### config.mk
export PLATFORM = sky130hd
export DESIGN_NAME = vmf_fault
export DESIGN_NICKNAME = d
export VERILOG_FILES = /design/src/rtl/vmf_pkg.sv /design/src/rtl/vmf_fault.sv /design/src/rtl/vmf_sticky.sv /design/src/rtl/vmf_sched_chk.sv
export VERILOG_INCLUDE_DIRS = /design/src /design/src/rtl
export SDC_FILE = /design/constraint.sdc
export NUM_CORES = 1
export LEC_CHECK = 0
export ABC_AREA = 1
export ABC_CLOCK_PERIOD_IN_PS = 1600
export BUFFER_PORTS_ARGS = -buffer_cell sky130_fd_sc_hd__buf_2
export CELL_PAD_IN_SITES_DETAIL_PLACEMENT = 0
export CELL_PAD_IN_SITES_GLOBAL_PLACEMENT = 1
export CORE_MARGIN = 5
export CORE_UTILIZATION = 23
export DETAILED_ROUTE_END_ITERATION = 6
export PLACE_DENSITY_LB_ADDON = 0.1
export SYNTH_ARGS = -nofsm -noshare
export SYNTH_HDL_FRONTEND = slang
export SYNTH_SLANG_ARGS = --single-unit
### constraint.sdc
create_clock -name clk_sys -period 1.6 [get_ports clk_sys]
set_input_delay 0.32 -clock clk_sys [delete_from_list [all_inputs] [get_ports clk_sys]]
set_output_delay 0.32 -clock clk_sys [all_outputs]
set_load 0.05 [all_outputs]
### src/rtl/vmf_defs.svh
// constants for the virtual memory fault status block
// assumes inclusion by every design module of the block
`ifndef VMF_DEFS_SVH
`define VMF_DEFS_SVH
`define VMF_BIT_LIMIT      8
`define VMF_BIT_RD_FAULT   9
`define VMF_BIT_WR_RECOV   10
`define VMF_BIT_WR_FATAL   11
`define VMF_STAT_W         4
`define VMF_STAT_RESET     4'h0
`define VMF_SEG_NEAR       32'h0000_0020
`define VMF_HDR_FAIL_BIT   0
`endif

### src/rtl/vmf_pkg.sv
// types for the virtual memory fault status block
// assumes vmf_defs.svh is compiled alongside
package vmf_pkg;
    typedef enum logic [1:0] {
        VMF_POL_SEND  = 2'b00,
        VMF_POL_FREE  = 2'b01,
        VMF_POL_EVENT = 2'b10
    } vmf_pol_e;
    typedef enum logic [1:0] {
        VMF_REQ_OTHER = 2'b00,
        VMF_REQ_CACHE = 2'b01,
        VMF_REQ_REASM = 2'b10
    } vmf_req_e;
endpackage

### src/rtl/vmf_fault.sv
// virtual memory fault detector and status for page fault and limit errors
// assumes access strobes are one-cycle pulses on clk_sys from on-chip requesters
// Overview of operation
// - write fault by other requester sets bit 11
// - cache or reassembly write fault sets bit 10
// - cache DMA failure marks frame header field
// - scheduler blocks marked frame from segmentation under free or event policy
// - scheduler policy: send, free, or event
// - reassembly write fault drops current packet
// - read page fault sets bit 9
// - unlocked read fault maps page, returns data
// - predictive fill crossing segment sets bit 9
// - partial uncached write readback near start sets 9
// - access over buffer limit sets bit 8
// - lock enable set halts failing operation
`include "vmf_defs.svh"
module vmf_fault #(
    parameter int AW = 32
) (
    input  wire logic              clk_sys,
    input  wire logic              rst_n,
    // access side
    input  wire logic              acc_valid,
    input  wire logic              acc_write,
    input  wire vmf_pkg::vmf_req_e acc_req,
    input  wire logic [AW-1:0]     acc_addr,
    input  wire logic [AW-1:0]     acc_seg_off,
    input  wire logic              acc_page_miss,
    input  wire logic              acc_prefetch,
    input  wire logic              acc_partial_hit,
    input  wire logic [AW-1:0]     buf_max_size,
    output logic                   acc_halt,
    output logic                   acc_map_page,
    output logic                   acc_done,
    output logic                   hdr_mark,
    output logic                   rx_drop,
    // status and lock enables
    input  wire logic [3:0]        lock_en,
    input  wire logic [3:0]        stat_clr,
    output logic [3:0]             stat,
    // transmit scheduler
    input  wire logic              enq_valid,
    input  wire logic [7:0]        enq_hdr,
    input  wire logic [15:0]       enq_buf,
    input  wire vmf_pkg::vmf_pol_e sched_policy,
    output logic                   seg_valid,
    output logic [15:0]            seg_buf,
    output logic                   free_valid,
    output logic [15:0]            free_buf,
    output logic                   sched_event
);
    // -----------------------------------------------------------------
    // detection
    // -----------------------------------------------------------------
    typedef struct packed {
        logic halt;
        logic map_page;
        logic done;
        logic hdr_mark;
        logic rx_drop;
    } vmf_fault_s;
    vmf_fault_s st;
    vmf_fault_s next_st;
    logic [3:0] ev;
    logic       recov_req;
    logic       wr_fault;
    logic       rd_fault;
    logic       over;
    logic       near_start;
    always_comb begin
        recov_req  = (acc_req == vmf_pkg::VMF_REQ_CACHE) ||
                     (acc_req == vmf_pkg::VMF_REQ_REASM);
        wr_fault   = acc_valid && acc_write && acc_page_miss;
        near_start = acc_seg_off < `VMF_SEG_NEAR;
        // prefetch crossing a segment reports a miss; harmless but flagged
        rd_fault   = acc_valid && !acc_write &&
                     (acc_page_miss || acc_prefetch ||
                      (acc_partial_hit && near_start));
        over       = acc_valid && (acc_addr > buf_max_size);
        ev = '0;
        ev[`VMF_BIT_WR_FATAL - `VMF_BIT_LIMIT] = wr_fault && !recov_req;
        ev[`VMF_BIT_WR_RECOV - `VMF_BIT_LIMIT] = wr_fault && recov_req;
        ev[`VMF_BIT_RD_FAULT - `VMF_BIT_LIMIT] = rd_fault;
        ev[0]                                  = over;
        next_st = '0;
        // halt only when a lock enable matches; read enables may be off
        next_st.halt = |(ev & lock_en);
        next_st.done = acc_valid && !next_st.halt;
        next_st.map_page = rd_fault && !lock_en[1];
        next_st.hdr_mark = wr_fault && acc_req == vmf_pkg::VMF_REQ_CACHE;
        next_st.rx_drop  = wr_fault && acc_req == vmf_pkg::VMF_REQ_REASM;
    end
    always_ff @(posedge clk_sys) begin
        if (!rst_n) begin
            st <= '0;
        end else begin
            st <= next_st;
        end
    end
    assign acc_halt     = st.halt;
    assign acc_map_page = st.map_page;
    assign acc_done     = st.done;
    assign hdr_mark     = st.hdr_mark;
    assign rx_drop      = st.rx_drop;
    // -----------------------------------------------------------------
    // status and scheduler
    // -----------------------------------------------------------------
    vmf_sticky #(.W(`VMF_STAT_W)) u_stat (
        .clk_sys (clk_sys),
        .rst_n   (rst_n),
        .set     (ev),
        .clr     (stat_clr),
        .stat    (stat)
    );
    vmf_sched_chk u_sched (
        .clk_sys     (clk_sys),
        .rst_n       (rst_n),
        .enq_valid   (enq_valid),
        .enq_hdr     (enq_hdr),
        .enq_buf     (enq_buf),
        .policy      (sched_policy),
        .seg_valid   (seg_valid),
        .seg_buf     (seg_buf),
        .free_valid  (free_valid),
        .free_buf    (free_buf),
        .event_pulse (sched_event)
    );
    // -----------------------------------------------------------------
    // checks
    // -----------------------------------------------------------------
    a_fatal_wr_set : assert property (@(posedge clk_sys) disable iff (!rst_n)
        (acc_valid && acc_write && acc_page_miss && acc_req == vmf_pkg::VMF_REQ_OTHER)
        |=> stat[3])
        else $error("fatal write fault not flagged");

    a_recov_only : assert property (@(posedge clk_sys) disable iff (!rst_n)
        (acc_valid && acc_write && acc_page_miss && acc_req == vmf_pkg::VMF_REQ_OTHER &&
         !stat[2]) |=> !stat[2])
        else $error("fatal write fault set the recoverable bit");

    a_recov_wr_set : assert property (@(posedge clk_sys) disable iff (!rst_n)
        (acc_valid && acc_write && acc_page_miss && (acc_req == vmf_pkg::VMF_REQ_CACHE ||
         acc_req == vmf_pkg::VMF_REQ_REASM)) |=> stat[2])
        else $error("recoverable write fault not flagged");

    a_fatal_only : assert property (@(posedge clk_sys) disable iff (!rst_n)
        (acc_valid && acc_write && acc_page_miss && !stat[3] &&
         (acc_req == vmf_pkg::VMF_REQ_CACHE || acc_req == vmf_pkg::VMF_REQ_REASM)) |=> !stat[3])
        else $error("recoverable write fault set the fatal bit");

    a_hdr_mark : assert property (@(posedge clk_sys) disable iff (!rst_n)
        (acc_valid && acc_write && acc_page_miss && acc_req == vmf_pkg::VMF_REQ_CACHE)
        |=> hdr_mark)
        else $error("header not marked");

    a_hdr_only : assert property (@(posedge clk_sys) disable iff (!rst_n)
        !(acc_valid && acc_write && acc_page_miss && acc_req == vmf_pkg::VMF_REQ_CACHE)
        |=> !hdr_mark)
        else $error("header marked without a cache write fault");

    a_rx_drop : assert property (@(posedge clk_sys) disable iff (!rst_n)
        (acc_valid && acc_write && acc_page_miss && acc_req == vmf_pkg::VMF_REQ_REASM)
        |=> rx_drop)
        else $error("packet not dropped");

    a_drop_only : assert property (@(posedge clk_sys) disable iff (!rst_n)
        !(acc_valid && acc_write && acc_page_miss && acc_req == vmf_pkg::VMF_REQ_REASM)
        |=> !rx_drop)
        else $error("packet dropped without a reassembly write fault");

    a_rd_fault : assert property (@(posedge clk_sys) disable iff (!rst_n)
        (acc_valid && !acc_write && (acc_page_miss || acc_prefetch))
        |=> stat[1])
        else $error("read fault not flagged");

    a_wr_no_rd : assert property (@(posedge clk_sys) disable iff (!rst_n)
        (acc_valid && acc_write && !stat[1])
        |=> !stat[1])
        else $error("write set the read fault bit");

    a_map_unlock : assert property (@(posedge clk_sys) disable iff (!rst_n)
        (acc_valid && !acc_write && acc_page_miss && !lock_en[1])
        |=> acc_map_page)
        else $error("page not mapped on unlocked read fault");

    a_no_map_lock : assert property (@(posedge clk_sys) disable iff (!rst_n)
        (!acc_valid || acc_write || lock_en[1])
        |=> !acc_map_page)
        else $error("page mapped while locked or without a read");

    a_prefetch_rd : assert property (@(posedge clk_sys) disable iff (!rst_n)
        (acc_valid && !acc_write && acc_prefetch)
        |=> stat[1])
        else $error("crossing prefetch not flagged");

    a_partial_rd : assert property (@(posedge clk_sys) disable iff (!rst_n)
        (acc_valid && !acc_write && acc_partial_hit && acc_seg_off < `VMF_SEG_NEAR)
        |=> stat[1])
        else $error("partial readback not flagged");

    a_far_partial : assert property (@(posedge clk_sys) disable iff (!rst_n)
        (acc_valid && !acc_write && !acc_page_miss && !acc_prefetch && !stat[1] &&
         acc_seg_off >= `VMF_SEG_NEAR) |=> !stat[1])
        else $error("read fault flagged far from segment start");

    a_limit_set : assert property (@(posedge clk_sys) disable iff (!rst_n)
        (acc_valid && acc_addr > buf_max_size)
        |=> stat[0])
        else $error("limit error not flagged");

    a_limit_edge : assert property (@(posedge clk_sys) disable iff (!rst_n)
        (acc_valid && acc_addr <= buf_max_size && !stat[0])
        |=> !stat[0])
        else $error("limit error flagged inside the limit");

    a_lock_halt : assert property (@(posedge clk_sys) disable iff (!rst_n)
        (acc_valid && acc_addr > buf_max_size && lock_en[0])
        |=> (acc_halt && !acc_done))
        else $error("locked failure did not halt");

    a_fatal_halt : assert property (@(posedge clk_sys) disable iff (!rst_n)
        (acc_valid && acc_write && acc_page_miss && acc_req == vmf_pkg::VMF_REQ_OTHER &&
         lock_en[3]) |=> (acc_halt && !acc_done))
        else $error("locked write fault did not halt");

    a_rd_halt : assert property (@(posedge clk_sys) disable iff (!rst_n)
        (acc_valid && !acc_write && acc_page_miss && lock_en[1])
        |=> (acc_halt && !acc_done && !acc_map_page))
        else $error("locked read fault did not halt");

    a_done_free : assert property (@(posedge clk_sys) disable iff (!rst_n)
        (acc_valid && !acc_page_miss && !acc_prefetch && !acc_partial_hit &&
         acc_addr <= buf_max_size) |=> (acc_done && !acc_halt))
        else $error("clean access did not complete");

    a_idle_quiet : assert property (@(posedge clk_sys) disable iff (!rst_n)
        !acc_valid
        |=> !(acc_halt || acc_map_page || acc_done || hdr_mark || rx_drop))
        else $error("access answer without an access");

    a_halt_or_done : assert property (@(posedge clk_sys) disable iff (!rst_n)
        $onehot0({acc_halt, acc_done}))
        else $error("access both halted and completed");

    a_reset_clear : assert property (@(posedge clk_sys)
        !rst_n
        |=> stat == `VMF_STAT_RESET)
        else $error("status not cleared by reset");

    a_sched_send : assert property (@(posedge clk_sys) disable iff (!rst_n)
        (enq_valid && (!enq_hdr[`VMF_HDR_FAIL_BIT] || sched_policy == vmf_pkg::VMF_POL_SEND))
        |=> (seg_valid && seg_buf == $past(enq_buf)))
        else $error("frame not passed to segmentation");

    a_sched_free : assert property (@(posedge clk_sys) disable iff (!rst_n)
        (enq_valid && enq_hdr[`VMF_HDR_FAIL_BIT] && sched_policy == vmf_pkg::VMF_POL_FREE)
        |=> (free_valid && !seg_valid && free_buf == $past(enq_buf)))
        else $error("marked frame not freed");

    a_sched_event : assert property (@(posedge clk_sys) disable iff (!rst_n)
        (enq_valid && enq_hdr[`VMF_HDR_FAIL_BIT] && sched_policy == vmf_pkg::VMF_POL_EVENT)
        |=> (sched_event && !seg_valid))
        else $error("marked frame raised no event");

    a_sched_quiet : assert property (@(posedge clk_sys) disable iff (!rst_n)
        !enq_valid
        |=> !(seg_valid || free_valid || sched_event))
        else $error("scheduler output without an enqueue");

    a_sched_onehot : assert property (@(posedge clk_sys) disable iff (!rst_n)
        $onehot0({seg_valid, free_valid, sched_event}))
        else $error("frame handed to more than one place");

    // -----------------------------------------------------------------
    // per-bit status and lock checks
    // -----------------------------------------------------------------
    generate
        for (genvar gi = 0; gi < `VMF_STAT_W; gi++) begin : g_bit
            a_bit_set : assert property (@(posedge clk_sys) disable iff (!rst_n)
                ev[gi]
                |=> stat[gi])
                else $error("event did not set its status bit");

            a_bit_halt : assert property (@(posedge clk_sys) disable iff (!rst_n)
                (ev[gi] && lock_en[gi])
                |=> (acc_halt && !acc_done))
                else $error("locked event did not halt");

            a_bit_clear : assert property (@(posedge clk_sys) disable iff (!rst_n)
                (stat_clr[gi] && !ev[gi])
                |=> !stat[gi])
                else $error("status bit not cleared");

            a_bit_keep : assert property (@(posedge clk_sys) disable iff (!rst_n)
                (stat[gi] && !stat_clr[gi])
                |=> stat[gi])
                else $error("status bit dropped without clear");
        end
    endgenerate

    c_wr_fatal : cover property (@(posedge clk_sys) disable iff (!rst_n) stat[3]);
    c_rd_map   : cover property (@(posedge clk_sys) disable iff (!rst_n) acc_map_page);
    c_halt     : cover property (@(posedge clk_sys) disable iff (!rst_n) acc_halt);
    c_benign   : cover property (@(posedge clk_sys) disable iff (!rst_n)
        acc_valid && !acc_write && acc_prefetch && !lock_en[1]);
endmodule

### src/rtl/vmf_sticky.sv
// one sticky status bit per event, cleared by write-one
// assumes set and clear come from logic on clk_sys
`include "vmf_defs.svh"
module vmf_sticky #(
    parameter int W = `VMF_STAT_W
) (
    input  wire logic         clk_sys,
    input  wire logic         rst_n,
    input  wire logic [W-1:0] set,
    input  wire logic [W-1:0] clr,
    output logic      [W-1:0] stat
);
    typedef struct packed {
        logic [W-1:0] bits;
    } vmf_sticky_s;
    vmf_sticky_s st;
    vmf_sticky_s next_st;
    always_comb begin
        next_st = st;
        for (int i = 0; i < W; i++) begin
            // set beats clear so no event is lost
            if (set[i]) begin
                next_st.bits[i] = 1'b1;
            end else if (clr[i]) begin
                next_st.bits[i] = 1'b0;
            end
        end
    end
    always_ff @(posedge clk_sys) begin
        if (!rst_n) begin
            st.bits <= W'(`VMF_STAT_RESET);
        end else begin
            st <= next_st;
        end
    end
    assign stat = st.bits;
    a_sticky_hold : assert property (@(posedge clk_sys) disable iff (!rst_n)
        (st.bits != '0 && clr == '0) |=> ((st.bits & $past(st.bits)) == $past(st.bits)))
        else $error("sticky bit lost without clear");
endmodule

### src/rtl/vmf_sched_chk.sv
// transmit scheduler check of a frame header fail mark
// assumes one enqueue pulse with header on clk_sys
`include "vmf_defs.svh"
module vmf_sched_chk (
    input  wire logic              clk_sys,
    input  wire logic              rst_n,
    input  wire logic              enq_valid,
    input  wire logic [7:0]        enq_hdr,
    input  wire logic [15:0]       enq_buf,
    input  wire vmf_pkg::vmf_pol_e policy,
    output logic                   seg_valid,
    output logic [15:0]            seg_buf,
    output logic                   free_valid,
    output logic [15:0]            free_buf,
    output logic                   event_pulse
);
    typedef struct packed {
        logic        seg_valid;
        logic        free_valid;
        logic        event_pulse;
        logic [15:0] buf_id;
    } vmf_sched_s;
    vmf_sched_s st;
    vmf_sched_s next_st;
    logic       bad;
    always_comb begin
        bad = enq_hdr[`VMF_HDR_FAIL_BIT];
        next_st = '0;
        next_st.buf_id = enq_buf;
        if (enq_valid) begin
            if (!bad || policy == vmf_pkg::VMF_POL_SEND) begin
                next_st.seg_valid = 1'b1;
            end else if (policy == vmf_pkg::VMF_POL_FREE) begin
                next_st.free_valid = 1'b1;
            end else begin
                next_st.event_pulse = 1'b1;
            end
        end
    end
    always_ff @(posedge clk_sys) begin
        if (!rst_n) begin
            st <= '0;
        end else begin
            st <= next_st;
        end
    end
    assign seg_valid   = st.seg_valid;
    assign seg_buf     = st.buf_id;
    assign free_valid  = st.free_valid;
    assign free_buf    = st.buf_id;
    assign event_pulse = st.event_pulse;
    a_bad_no_seg : assert property (@(posedge clk_sys) disable iff (!rst_n)
        (enq_valid && enq_hdr[0] && policy != vmf_pkg::VMF_POL_SEND) |=> !seg_valid)
        else $error("failed frame passed to segmentation");
    c_sched_free : cover property (@(posedge clk_sys) free_valid);
endmodule

==> results.md, run 1 <==
- Vias: 2182
- Antenna Cells: 0
- DRC viols: 0
- Vias in the first global route: 2195
- Worst path arrival time: 1.55 ns
- Hold Crit Class: primary input to register
- Initial antenna violation count: 0
- Root Driver: clkbuf_8
- GR Overflow Total: 0
- Die area: 10700 sq um
- Growth of design area from synthesis to finish: 46.4%
- Critical Path Most Common Cell: nand2_1
- Initial core utilization: 23.3%
- Detailed Routing Iterations Pass 1: 4
- Sink Count: 28
- Maximum clock rate: 0.749 GHz
- Worst skew pair latency: 0.27 ns
- VDD IR max: 0.473 mV
- Die Span X: 104 um
- Post-Synthesis Net Count: 468
- Final period utilization: 83.5%
- Resize count post-CTS: 0
- Commonest non-fill, non-tap cells in the layout: buf_2 (171), inv_1 (70), nand2_1 (67), nor2_1 (34), ha_1 (34)
- Final Power: 0.00183 W
- Inst Count DP: 557
- Avg Inst Size Synth: 6.85 sq um
- CP Launch Type: primary input
- Worst Skew: 0 ns
- Crit path cell chain: buf_2, ha_1, a21oi_1, o21ai_0, nand2_1, nand2_1, a21oi_1, nand2_1, nand3_2, nand2_1, nor2_1
- Post-Syn Area: 2010 sq um
- WL/cell: 10.0 um
- Worst endpoint required time: 1.82 ns
- Cell count after synthesis: 294
- Number of fill cells: 975
- Crit end category: register
- Largest net degree at the start of global routing: 16
- Final min period: 1.34 ns
- CP max stage delay: 0.30 ns
- Post-CTS Setup Repair Bufs: 0
- Clock transition at the registers of the reported paths: 0.10 ns
- Yosys synthesis warning count: 0
- Hold Buf Count CTS: 0
- Distinct cells, synth: 21
- TritonCTS clock tree: yes
- GRT Overall Usage: 10.3%
- Final Hold Fails: 0
- Max-cap viol count: 0
- I/O pins: 184
- Layout Nets: 628
- Number of DRC markers in iteration 0: 62
- Hpwl dp: 5.12 mm
- Post-synthesis register bit count: 28
- Critical Path Fanout Max: 2
- Wirelength, routed: 5.63 mm
- H-tree depth: 1
- Pwr/cell area: 622 nW/um^2
- Post-synthesis sequential area ratio: 27.8%
- Via density: 3.89
- Final Max Tran Viols: 0
- First-pass GRT wire length: 9.50 mm
- CTS Buf Count: 3
- Result of the run: finished, final reports clean
- Finished Layout Cells: 561
- ANT nets after route: 0
- Clk buf depth: 2
- Critical path class: primary input to register
- Max_slew headroom: 82.0%
- # setup viols final: 0
- Worst path bufs/invs: 1
- Final GP Congestion: 0.701
- Layout cell share with drive strength beyond 1: 40.6%
- Largest delay contributor family on the critical path: simple AND/OR/NAND/NOR gates
- Core Box Area: 8640 sq um
- LEAKAGE: 1.94 nW
- Cell Rows: 34
- RSZ-0062 raised after global routing: no
- Place WS: -0.0618 ns
- Die Y: 104 um
- Crit-path slowest cell: ha_1
- # port buffers: 171
- Actual slew at the worst max-slew pin: 0.272 ns
- Final worst slack: 0.264 ns
- Most common cell after layout, fill and taps aside: buf_2
[routing by layer]
layer  track usage [%]  routed length, um  part of all wire (%)  vias to the layer above
li1                  -                  -                     -                     1192
met2              19.1               2770                    49                       95
met4              1.69                 65                   1.2                        0
met5                 0                  0                     0                        -
met3              3.73                593                    11                        6
met1              11.4               2200                    39                      889
[cell families (layout without fill, tap and decap cells)]
group / Yosys count / after routing / synth area share (%)
buf+inv: 89 / 248 / 19.6
flops: 28 / 28 / 27.8
simple gates: 118 / 118 / 24.3
compound gates: 25 / 25 / 7.15
fa+ha+maj: 34 / 34 / 21.1
[path summary, 6_finish.rpt]
check	from	endpoint	slack [ns]	cells after the start
setup / recovery	acc_addr[27]	acc_done	0.26	11
setup reg to reg	u_stat.stat[2]	u_stat.stat[2]	1.01	2
hold / removal	lock_en[1]	acc_map_page	0.21	2
hold reg to reg	u_stat.stat[0]	u_stat.stat[0]	0.47	2
[metrics by stage]
stage          setup TNS [ns]  utilization, %  cell area (sq um)  hold WS, ns
4_1_cts                     0            34.1               2950        0.197
5_1_grt                     0            34.1               2950        0.199
3_5_place_dp           -0.132            33.5               2890        0.462
6_report                    0            34.1               2950        0.210
2_1_floorplan               0               -               2010        0.392
3_3_place_gp           -0.138            33.5               2890        0.452
[area by class of cell]
class                           instances  area, sq um  area share, %
Clock buffer                            4         55.1           1.87
Inverter                               71          267           9.04
Multi-Input combinational cell        177         1060           35.9
Sequential cell                        28          561           19.0
Tap cell                              108          135           4.59
Timing Repair Buffer                  173          871           29.6
[worst register-to-register path, stage by stage, from the launching register on]
cell and delay, ns:
dfxtp_1 0.34, nand2_1 0.06, a21oi_1 0.13
[report_power, final]
group	internal, W	switching [W]	total (W)
sequential	0.000730	0.0000122	0.000742
combinational	0.000255	0.000407	0.000661
clock	0.000220	0.000211	0.000431
[cell usage after synthesis]
| library cell | number | area (sq um) |
|---|---|---|
| a21o_1 | 1 | 7.51 |
| a21oi_1 | 18 | 90.1 |
| a21oi_2 | 1 | 8.76 |
| buf_4 | 16 | 120 |
| clkbuf_1 | 2 | 7.51 |
| dfxtp_1 | 28 | 561 |
| ha_1 | 34 | 425 |
| inv_1 | 70 | 263 |
| inv_2 | 1 | 3.75 |
| nand2_1 | 67 | 251 |
| nand2_2 | 1 | 6.26 |
| nand3_1 | 4 | 20.0 |
| nand3_2 | 2 | 20.0 |
| nand3b_1 | 1 | 7.51 |
| nand4_1 | 7 | 43.8 |
| nor2_1 | 34 | 128 |
| nor2_2 | 1 | 6.26 |
| o21a_1 | 2 | 15.0 |
| o21ai_0 | 2 | 10.0 |
| o22ai_2 | 1 | 12.5 |
| or2_1 | 1 | 6.26 |
[state kept, by name (all words and copies together), names as in the netlist]
name / cells
acc_done: 1
acc_halt: 1
acc_map_page: 1
hdr_mark: 1
rx_drop: 1
u_sched.event_pulse: 1
u_sched.free_buf: 16
u_sched.free_valid: 1
u_sched.seg_valid: 1
u_stat.stat: 4
No activity file was read; power rests on OpenSTA's default activity.
==> run 2: changes to the inputs <==
--- a/config.mk
+++ b/config.mk
@@ -6,13 +6,13 @@
 export SDC_FILE = /design/constraint.sdc
 export NUM_CORES = 1
 export LEC_CHECK = 0
-export ABC_AREA = 1
-export ABC_CLOCK_PERIOD_IN_PS = 1600
+export ABC_AREA = 0
+export ABC_CLOCK_PERIOD_IN_PS = 1200
 export BUFFER_PORTS_ARGS = -buffer_cell sky130_fd_sc_hd__buf_2
 export CELL_PAD_IN_SITES_DETAIL_PLACEMENT = 0
 export CELL_PAD_IN_SITES_GLOBAL_PLACEMENT = 1
 export CORE_MARGIN = 5
-export CORE_UTILIZATION = 23
+export CORE_UTILIZATION = 21
 export DETAILED_ROUTE_END_ITERATION = 6
 export PLACE_DENSITY_LB_ADDON = 0.1
 export SYNTH_ARGS = -nofsm -noshare
==> constraint.sdc (replaced) <==
create_clock -name clk_sys -period 1.2 [get_ports clk_sys]
set_input_delay 0.24 -clock clk_sys [delete_from_list [all_inputs] [get_ports clk_sys]]
set_output_delay 0.24 -clock clk_sys [all_outputs]
set_load 0.05 [all_outputs]
==> run 2 against run 1 <==
The flow now finishes with violations (setup timing). Critical path depth is 2 lower. Count of clock-buffer cells in the layout did not move. Core utilization rose by 5.7 points. Wire length is 9.6% higher. Sequential share of layout area shrank 3.0 points. Synthesized area decreased by 5.3%. Sequential power increased by 33%. Register-to-register slack worse by 0.57 ns. Largest cell class unchanged. Largest power group is now combinational cells. Highest routed layer unchanged.
==> results.md, run 2 <==
- Clock transition at the registers of the reported paths: 0.10 ns
- Core Box Area: 8760 sq um
- Largest net degree at the start of global routing: 16
- GR Overflow Total: 0
- Worst Skew: 0 ns
- Growth of design area from synthesis to finish: 83.3%
- Commonest non-fill, non-tap cells in the layout: buf_2 (146), dfxtp_1 (28), buf_6 (25), ha_4 (24), buf_4 (20)
- Crit end category: register
- TritonCTS clock tree: yes
- Final Max Tran Viols: 0
- Number of DRC markers in iteration 0: 41
- Post-synthesis register bit count: 28
- First-pass GRT wire length: 9.56 mm
- Avg Inst Size Synth: 8.47 sq um
- Critical Path Fanout Max: 3
- RSZ-0062 raised after global routing: yes
- Result of the run: finished with violations
- H-tree depth: 1
- CTS Buf Count: 3
- Most common cell after layout, fill and taps aside: buf_2
- Critical Path Source: buf_max_size[14]
- Place WS: -0.877 ns
- Final Instance Area: 3490 sq um
- Max_slew headroom: 70.2%
- Hold Crit Class: primary input to register
- Vias in the first global route: 2096
- Dominant synthesized flop cell: dfxtp_1
- Post-Syn Area: 1910 sq um
- Worst skew pair latency: 0.27 ns
- Final Hold Fails: 0
- Vias: 2122
- Via density: 4.16
- Number of fill cells: 911
- Final min period: 1.66 ns
- VDD IR max: 0.384 mV
- Placed cell areas: 3070 sq um
- Wirelength, routed: 6.17 mm
- Layout cell share with drive strength beyond 1: 61.9%
- Actual slew at the worst max-slew pin: 0.436 ns
- # setup viols final: 3
- Hold Buf Count CTS: 0
- Layout Utilization: 39.8%
- Worst path arrival time: 1.83 ns
- LEAKAGE: 1.79 nW
- Share of the synthesized area in the top cell type: 29.4%
- Antenna Cells: 0
- Clk buf depth: 2
- Post-Synthesis Net Count: 399
- ANT nets after route: 0
- Synth area leader: dfxtp_1
- Final worst slack: -0.461 ns
- Crit-path slowest cell: or3_4
- Crit path cell chain: buf_6, inv_4, ha_4, a21oi_2, nand2_1, a221o_1, or3_4, a21o_1, a31o_1
- Largest delay contributor family on the critical path: compound AO/OA/AOI/OAI gates
- DRC viols: 0
- Cell count after synthesis: 225
- Max-cap viol count: 0
- Distinct cells, synth: 35
- Setup_tns: -1.17 ns
- Detailed Routing Iterations Pass 1: 4
- Maximum clock rate: 0.602 GHz
- CP Launch Type: primary input
- Post-synthesis sequential area ratio: 29.4%
- CP max stage delay: 0.38 ns
- Violated checks: setup timing
- Number of synthesized flops with an enable pin: 0
- Yosys synthesis warning count: 0
- R2R Path Start: u_stat.stat[0]
- Min-delay src: lock_en[1]
- Initial core utilization: 21.7%
- Root Driver: clkbuf_8
- Leading cell type by number of instances after synthesis: inv_1
- WL/cell: 12.1 um
- GRT Overall Usage: 10.1%
- Most common library cells after synthesis: inv_1 (37), ha_1 (34), dfxtp_1 (28), and2_1 (19)
- Area contributors post-synth: dfxtp_1 (29%), ha_1 (22%), inv_1 (7.3%)
- Die Span X: 105 um
- Sink Count: 28
- Layout Nets: 577
- Final GP Congestion: 0.711
- Die area: 11100 sq um
- Ys async rst share: 0%
- Initial antenna violation count: 0
- Hpwl dp: 5.34 mm
- Pwr/cell area: 768 nW/um^2
- Critical path class: primary input to register
- Cell Rows: 34
- # port buffers: 171
- Worst endpoint required time: 1.37 ns
- Die Y: 105 um
- Worst path bufs/invs: 2
- Max reg flops: 16
- Final period utilization: 138%
- I/O pins: 184
-- run 2: cell count changes after synthesis, sizes merged, moves of 6 or more --
cell   previous run  this run
and2              0        19
inv              71        37
nand2            68        10
nor2             35         3
nor4              0         9
o21ai             2         8
-- run 2: cell families (layout without fill, tap and decap cells) --
group                      Yosys count  after routing  share of synthesized area, %
and+or+nand+nor                     71             71                          21.9
muxes                                1              1                         0.591
adders and majority gates           34             34                          22.3
AOI/OAI and AO/OA                   36             36                          11.8
DFF                                 28             28                          29.4
buffers and inverters               55            232                          14.0
-- run 2: area by class of cell --
class / count / area [sq um] / share of cell area (%)
Clock buffer: 4 / 55.1 / 1.58
Multi-Input combinational cell: 142 / 1410 / 40.5
Tap cell: 108 / 135 / 3.87
Inverter: 37 / 166 / 4.77
Sequential cell: 28 / 561 / 16.1
Timing Repair Buffer: 191 / 1160 / 33.3
-- run 2: metal layers --
metal	GRT usage, %	share of wire [%]
met2	18.2	52
met4	2.19	0.58
met1	12.6	40
met5	0	0
met3	1.77	7.6
-- run 2: worst paths after layout --
path	to	slack (ns)	depth (start not counted)
max	u_stat.stat[0]	-0.46	9
min	acc_map_page	0.14	2
max reg2reg	u_stat.stat[0]	0.44	2
min reg2reg	u_stat.stat[1]	0.48	2
-- run 2: what timing repair did --
item | in CTS | in global routing
pin swaps | 31 | 15
setup buffers | 4 | 2
gates cloned | 0 | 0
setup endpoints to repair | 3 | 5
resized for setup | 37 | 18
-- run 2: power by group --
part           internal (W)  switching, W
sequential         0.000973     0.0000151
clock              0.000293      0.000290
combinational      0.000511      0.000599
-- run 2: through the flow --
step	hold slack, ns	instances	total power (W)
after floorplan	0.316	225	0.00162
after global placement	0.422	500	0.00199
after detailed placement	0.426	500	0.00199
after CTS	0.126	508	0.00267
after global routing	0.122	510	0.00287
final	0.139	510	0.00268
==> run 3: changes to the inputs <==
--- a/config.mk
+++ b/config.mk
@@ -7,12 +7,12 @@
 export NUM_CORES = 1
 export LEC_CHECK = 0
 export ABC_AREA = 0
-export ABC_CLOCK_PERIOD_IN_PS = 1200
+export ABC_CLOCK_PERIOD_IN_PS = 1800
 export BUFFER_PORTS_ARGS = -buffer_cell sky130_fd_sc_hd__buf_2
 export CELL_PAD_IN_SITES_DETAIL_PLACEMENT = 0
 export CELL_PAD_IN_SITES_GLOBAL_PLACEMENT = 1
 export CORE_MARGIN = 5
-export CORE_UTILIZATION = 21
+export CORE_UTILIZATION = 24
 export DETAILED_ROUTE_END_ITERATION = 6
 export PLACE_DENSITY_LB_ADDON = 0.1
 export SYNTH_ARGS = -nofsm -noshare
==> constraint.sdc (replaced) <==
create_clock -name clk_sys -period 1.8 [get_ports clk_sys]
set_input_delay 0.36 -clock clk_sys [delete_from_list [all_inputs] [get_ports clk_sys]]
set_output_delay 0.36 -clock clk_sys [all_outputs]
set_load 0.05 [all_outputs]
==> run 3 against run 2 <==
The run now ends clean. First-iteration DRC count down 44%. Global-route usage increased by 0.69 points. Setup slack better by 0.51 ns. Sequential share of layout area is 1.6 points higher. Die area decreased by 11%.
==> results.md, run 3 (synthesis results as in run 2) <==
- RR Endpoint: u_stat.stat[0]
- Detailed Routing Iterations Pass 1: 4
- Maximum clock rate: 0.570 GHz
- Critical Path Fanout Max: 3
- RSZ-0062 raised after global routing: yes
- Max-cap viol count: 0
- LEAKAGE: 1.74 nW
- Wirelength, routed: 5.73 mm
- CTS Buf Count: 3
- Hpwl dp: 5.18 mm
- R2R Path Start: u_stat.stat[0]
- Number of DRC markers in iteration 0: 23
- Worst skew pair latency: 0.27 ns
- # port buffers: 171
- Worst Skew: 0 ns
- Initial antenna violation count: 0
- GRT Overall Usage: 10.8%
- Final Hold Fails: 0
- Largest delay contributor family on the critical path: compound AO/OA/AOI/OAI gates
- I/O pins: 184
- Initial core utilization: 24.7%
- Min-delay src: lock_en[1]
- Hold Crit Class: primary input to register
- Layout Nets: 572
- H-tree depth: 1
- Worst R2R Path Depth: 2
- Critical path class: primary input to register
- Root Driver: clkbuf_8
- Vias in the first global route: 2049
- Final period utilization: 97.4%
- Most common cell after layout, fill and taps aside: buf_2
- Final Max Tran Viols: 0
- Via density: 4.20
- Result of the run: finished, final reports clean
- Worst path bufs/invs: 1
- Die Y: 99.1 um
- Sink Count: 28
- Die area: 9820 sq um
- Hold Buf Count CTS: 0
- Growth of design area from synthesis to finish: 66.5%
- Crit path cell chain: buf_2, ha_4, a21oi_2, o21ai_1, a221o_1, or3_4, a21o_1, a31o_1
- Crit-path slowest cell: or3_4
- Placed cell areas: 3020 sq um
- Clock transition at the registers of the reported paths: 0.09 ns
- # setup viols final: 0
- Max_slew headroom: 75.5%
- Final GP Congestion: 0.736
- R2R Setup Slk: 1.05 ns
- Actual slew at the worst max-slew pin: 0.358 ns
- Final min period: 1.75 ns
- Worst path arrival time: 1.93 ns
- WL/cell: 11.5 um
- TritonCTS clock tree: yes
- Layout cell share with drive strength beyond 1: 55.2%
- Hold Path Stages: 2
- First-pass GRT wire length: 8.86 mm
- Clk buf depth: 2
- VDD IR max: 0.351 mV
- Antenna Cells: 0
- Final worst slack: 0.0469 ns
- Max reg flops: 16
- ANT nets after route: 0
- Worst endpoint required time: 1.97 ns
- CP Launch Type: primary input
- Pwr/cell area: 572 nW/um^2
- Place WS: -0.384 ns
- Worst hold endpoint: acc_map_page
- Core Box Area: 7730 sq um
- Final Power: 0.00181 W
- Crit end category: register
- Commonest non-fill, non-tap cells in the layout: buf_2 (165), dfxtp_1 (28), inv_1 (27), ha_1 (23), and2_1 (19)
- GR Overflow Total: 0
- CP max stage delay: 0.37 ns
- Vias: 2095
- DRC viols: 0
- Final Instance Area: 3170 sq um
- Largest net degree at the start of global routing: 29
- Die Span X: 99.1 um
- Cell Rows: 32
## run 3: worst register-to-register path, cell delays in order (launching register included)
cell and delay, ns:
dfxtp_1 0.32, and3b_1 0.17, a31o_1 0.17
## run 3: layout make-up
type                            instances  area [sq um]
Clock buffer                            3          41.3
Clock inverter                          1          30.0
Fill cell                             809          4550
Inverter                               37           164
Multi-Input combinational cell        142          1240
Sequential cell                        28           561
Tap cell                              102           128
Timing Repair Buffer                  186          1010
## run 3: how the worst max path moves through the flow
stage,from,endpoint,slack [ns],cells past startpoint
floorplan,buf_max_size[15],u_stat.stat[0],-0.15,8
global placement,buf_max_size[10],u_stat.stat[0],-0.37,9
detailed placement,buf_max_size[15],u_stat.stat[0],-0.38,9
CTS,buf_max_size[5],acc_done,0.003,9
global route,acc_addr[14],u_stat.stat[0],-0.0008,8
finish,acc_addr[7],u_stat.stat[0],0.05,8
## run 3: per-layer routing
metal | track usage, % | vias up | share of wire (%)
li1 | - | 1105 | -
met2 | 18.5 | 108 | 46
met1 | 13.2 | 880 | 41
met5 | 0 | - | 0
met3 | 4.00 | 2 | 13
met4 | 1.58 | 0 | 0.54
## run 3: where the power goes
group | internal, W | total (W) | switching, W
logic | 0.000292 | 0.000667 | 0.000376
clock network | 0.000298 | 0.000489 | 0.000191
registers | 0.000648 | 0.000658 | 0.00000997
total | 0.00124 | 0.00181 | 0.000577
## run 3: per-stage QoR
stage                     hold WS [ns]  instances    TNS, ns  util (%)
after floorplan                  0.436        225     -0.262         -
after global placement           0.469        494     -0.995      39.1
after detailed placement         0.474        494      -1.04      39.1
after CTS                        0.241        498          0      40.1
after global routing             0.246        499  -0.000809      41.1
final                            0.255        499          0      41.1
## run 3: timing repair
action | 4_1_cts | 5_1_grt
pin swaps | 7 | 5
buffers inserted | 0 | 1
gates resized for setup | 4 | 12
endpoints found under the setup margin | 2 | 3
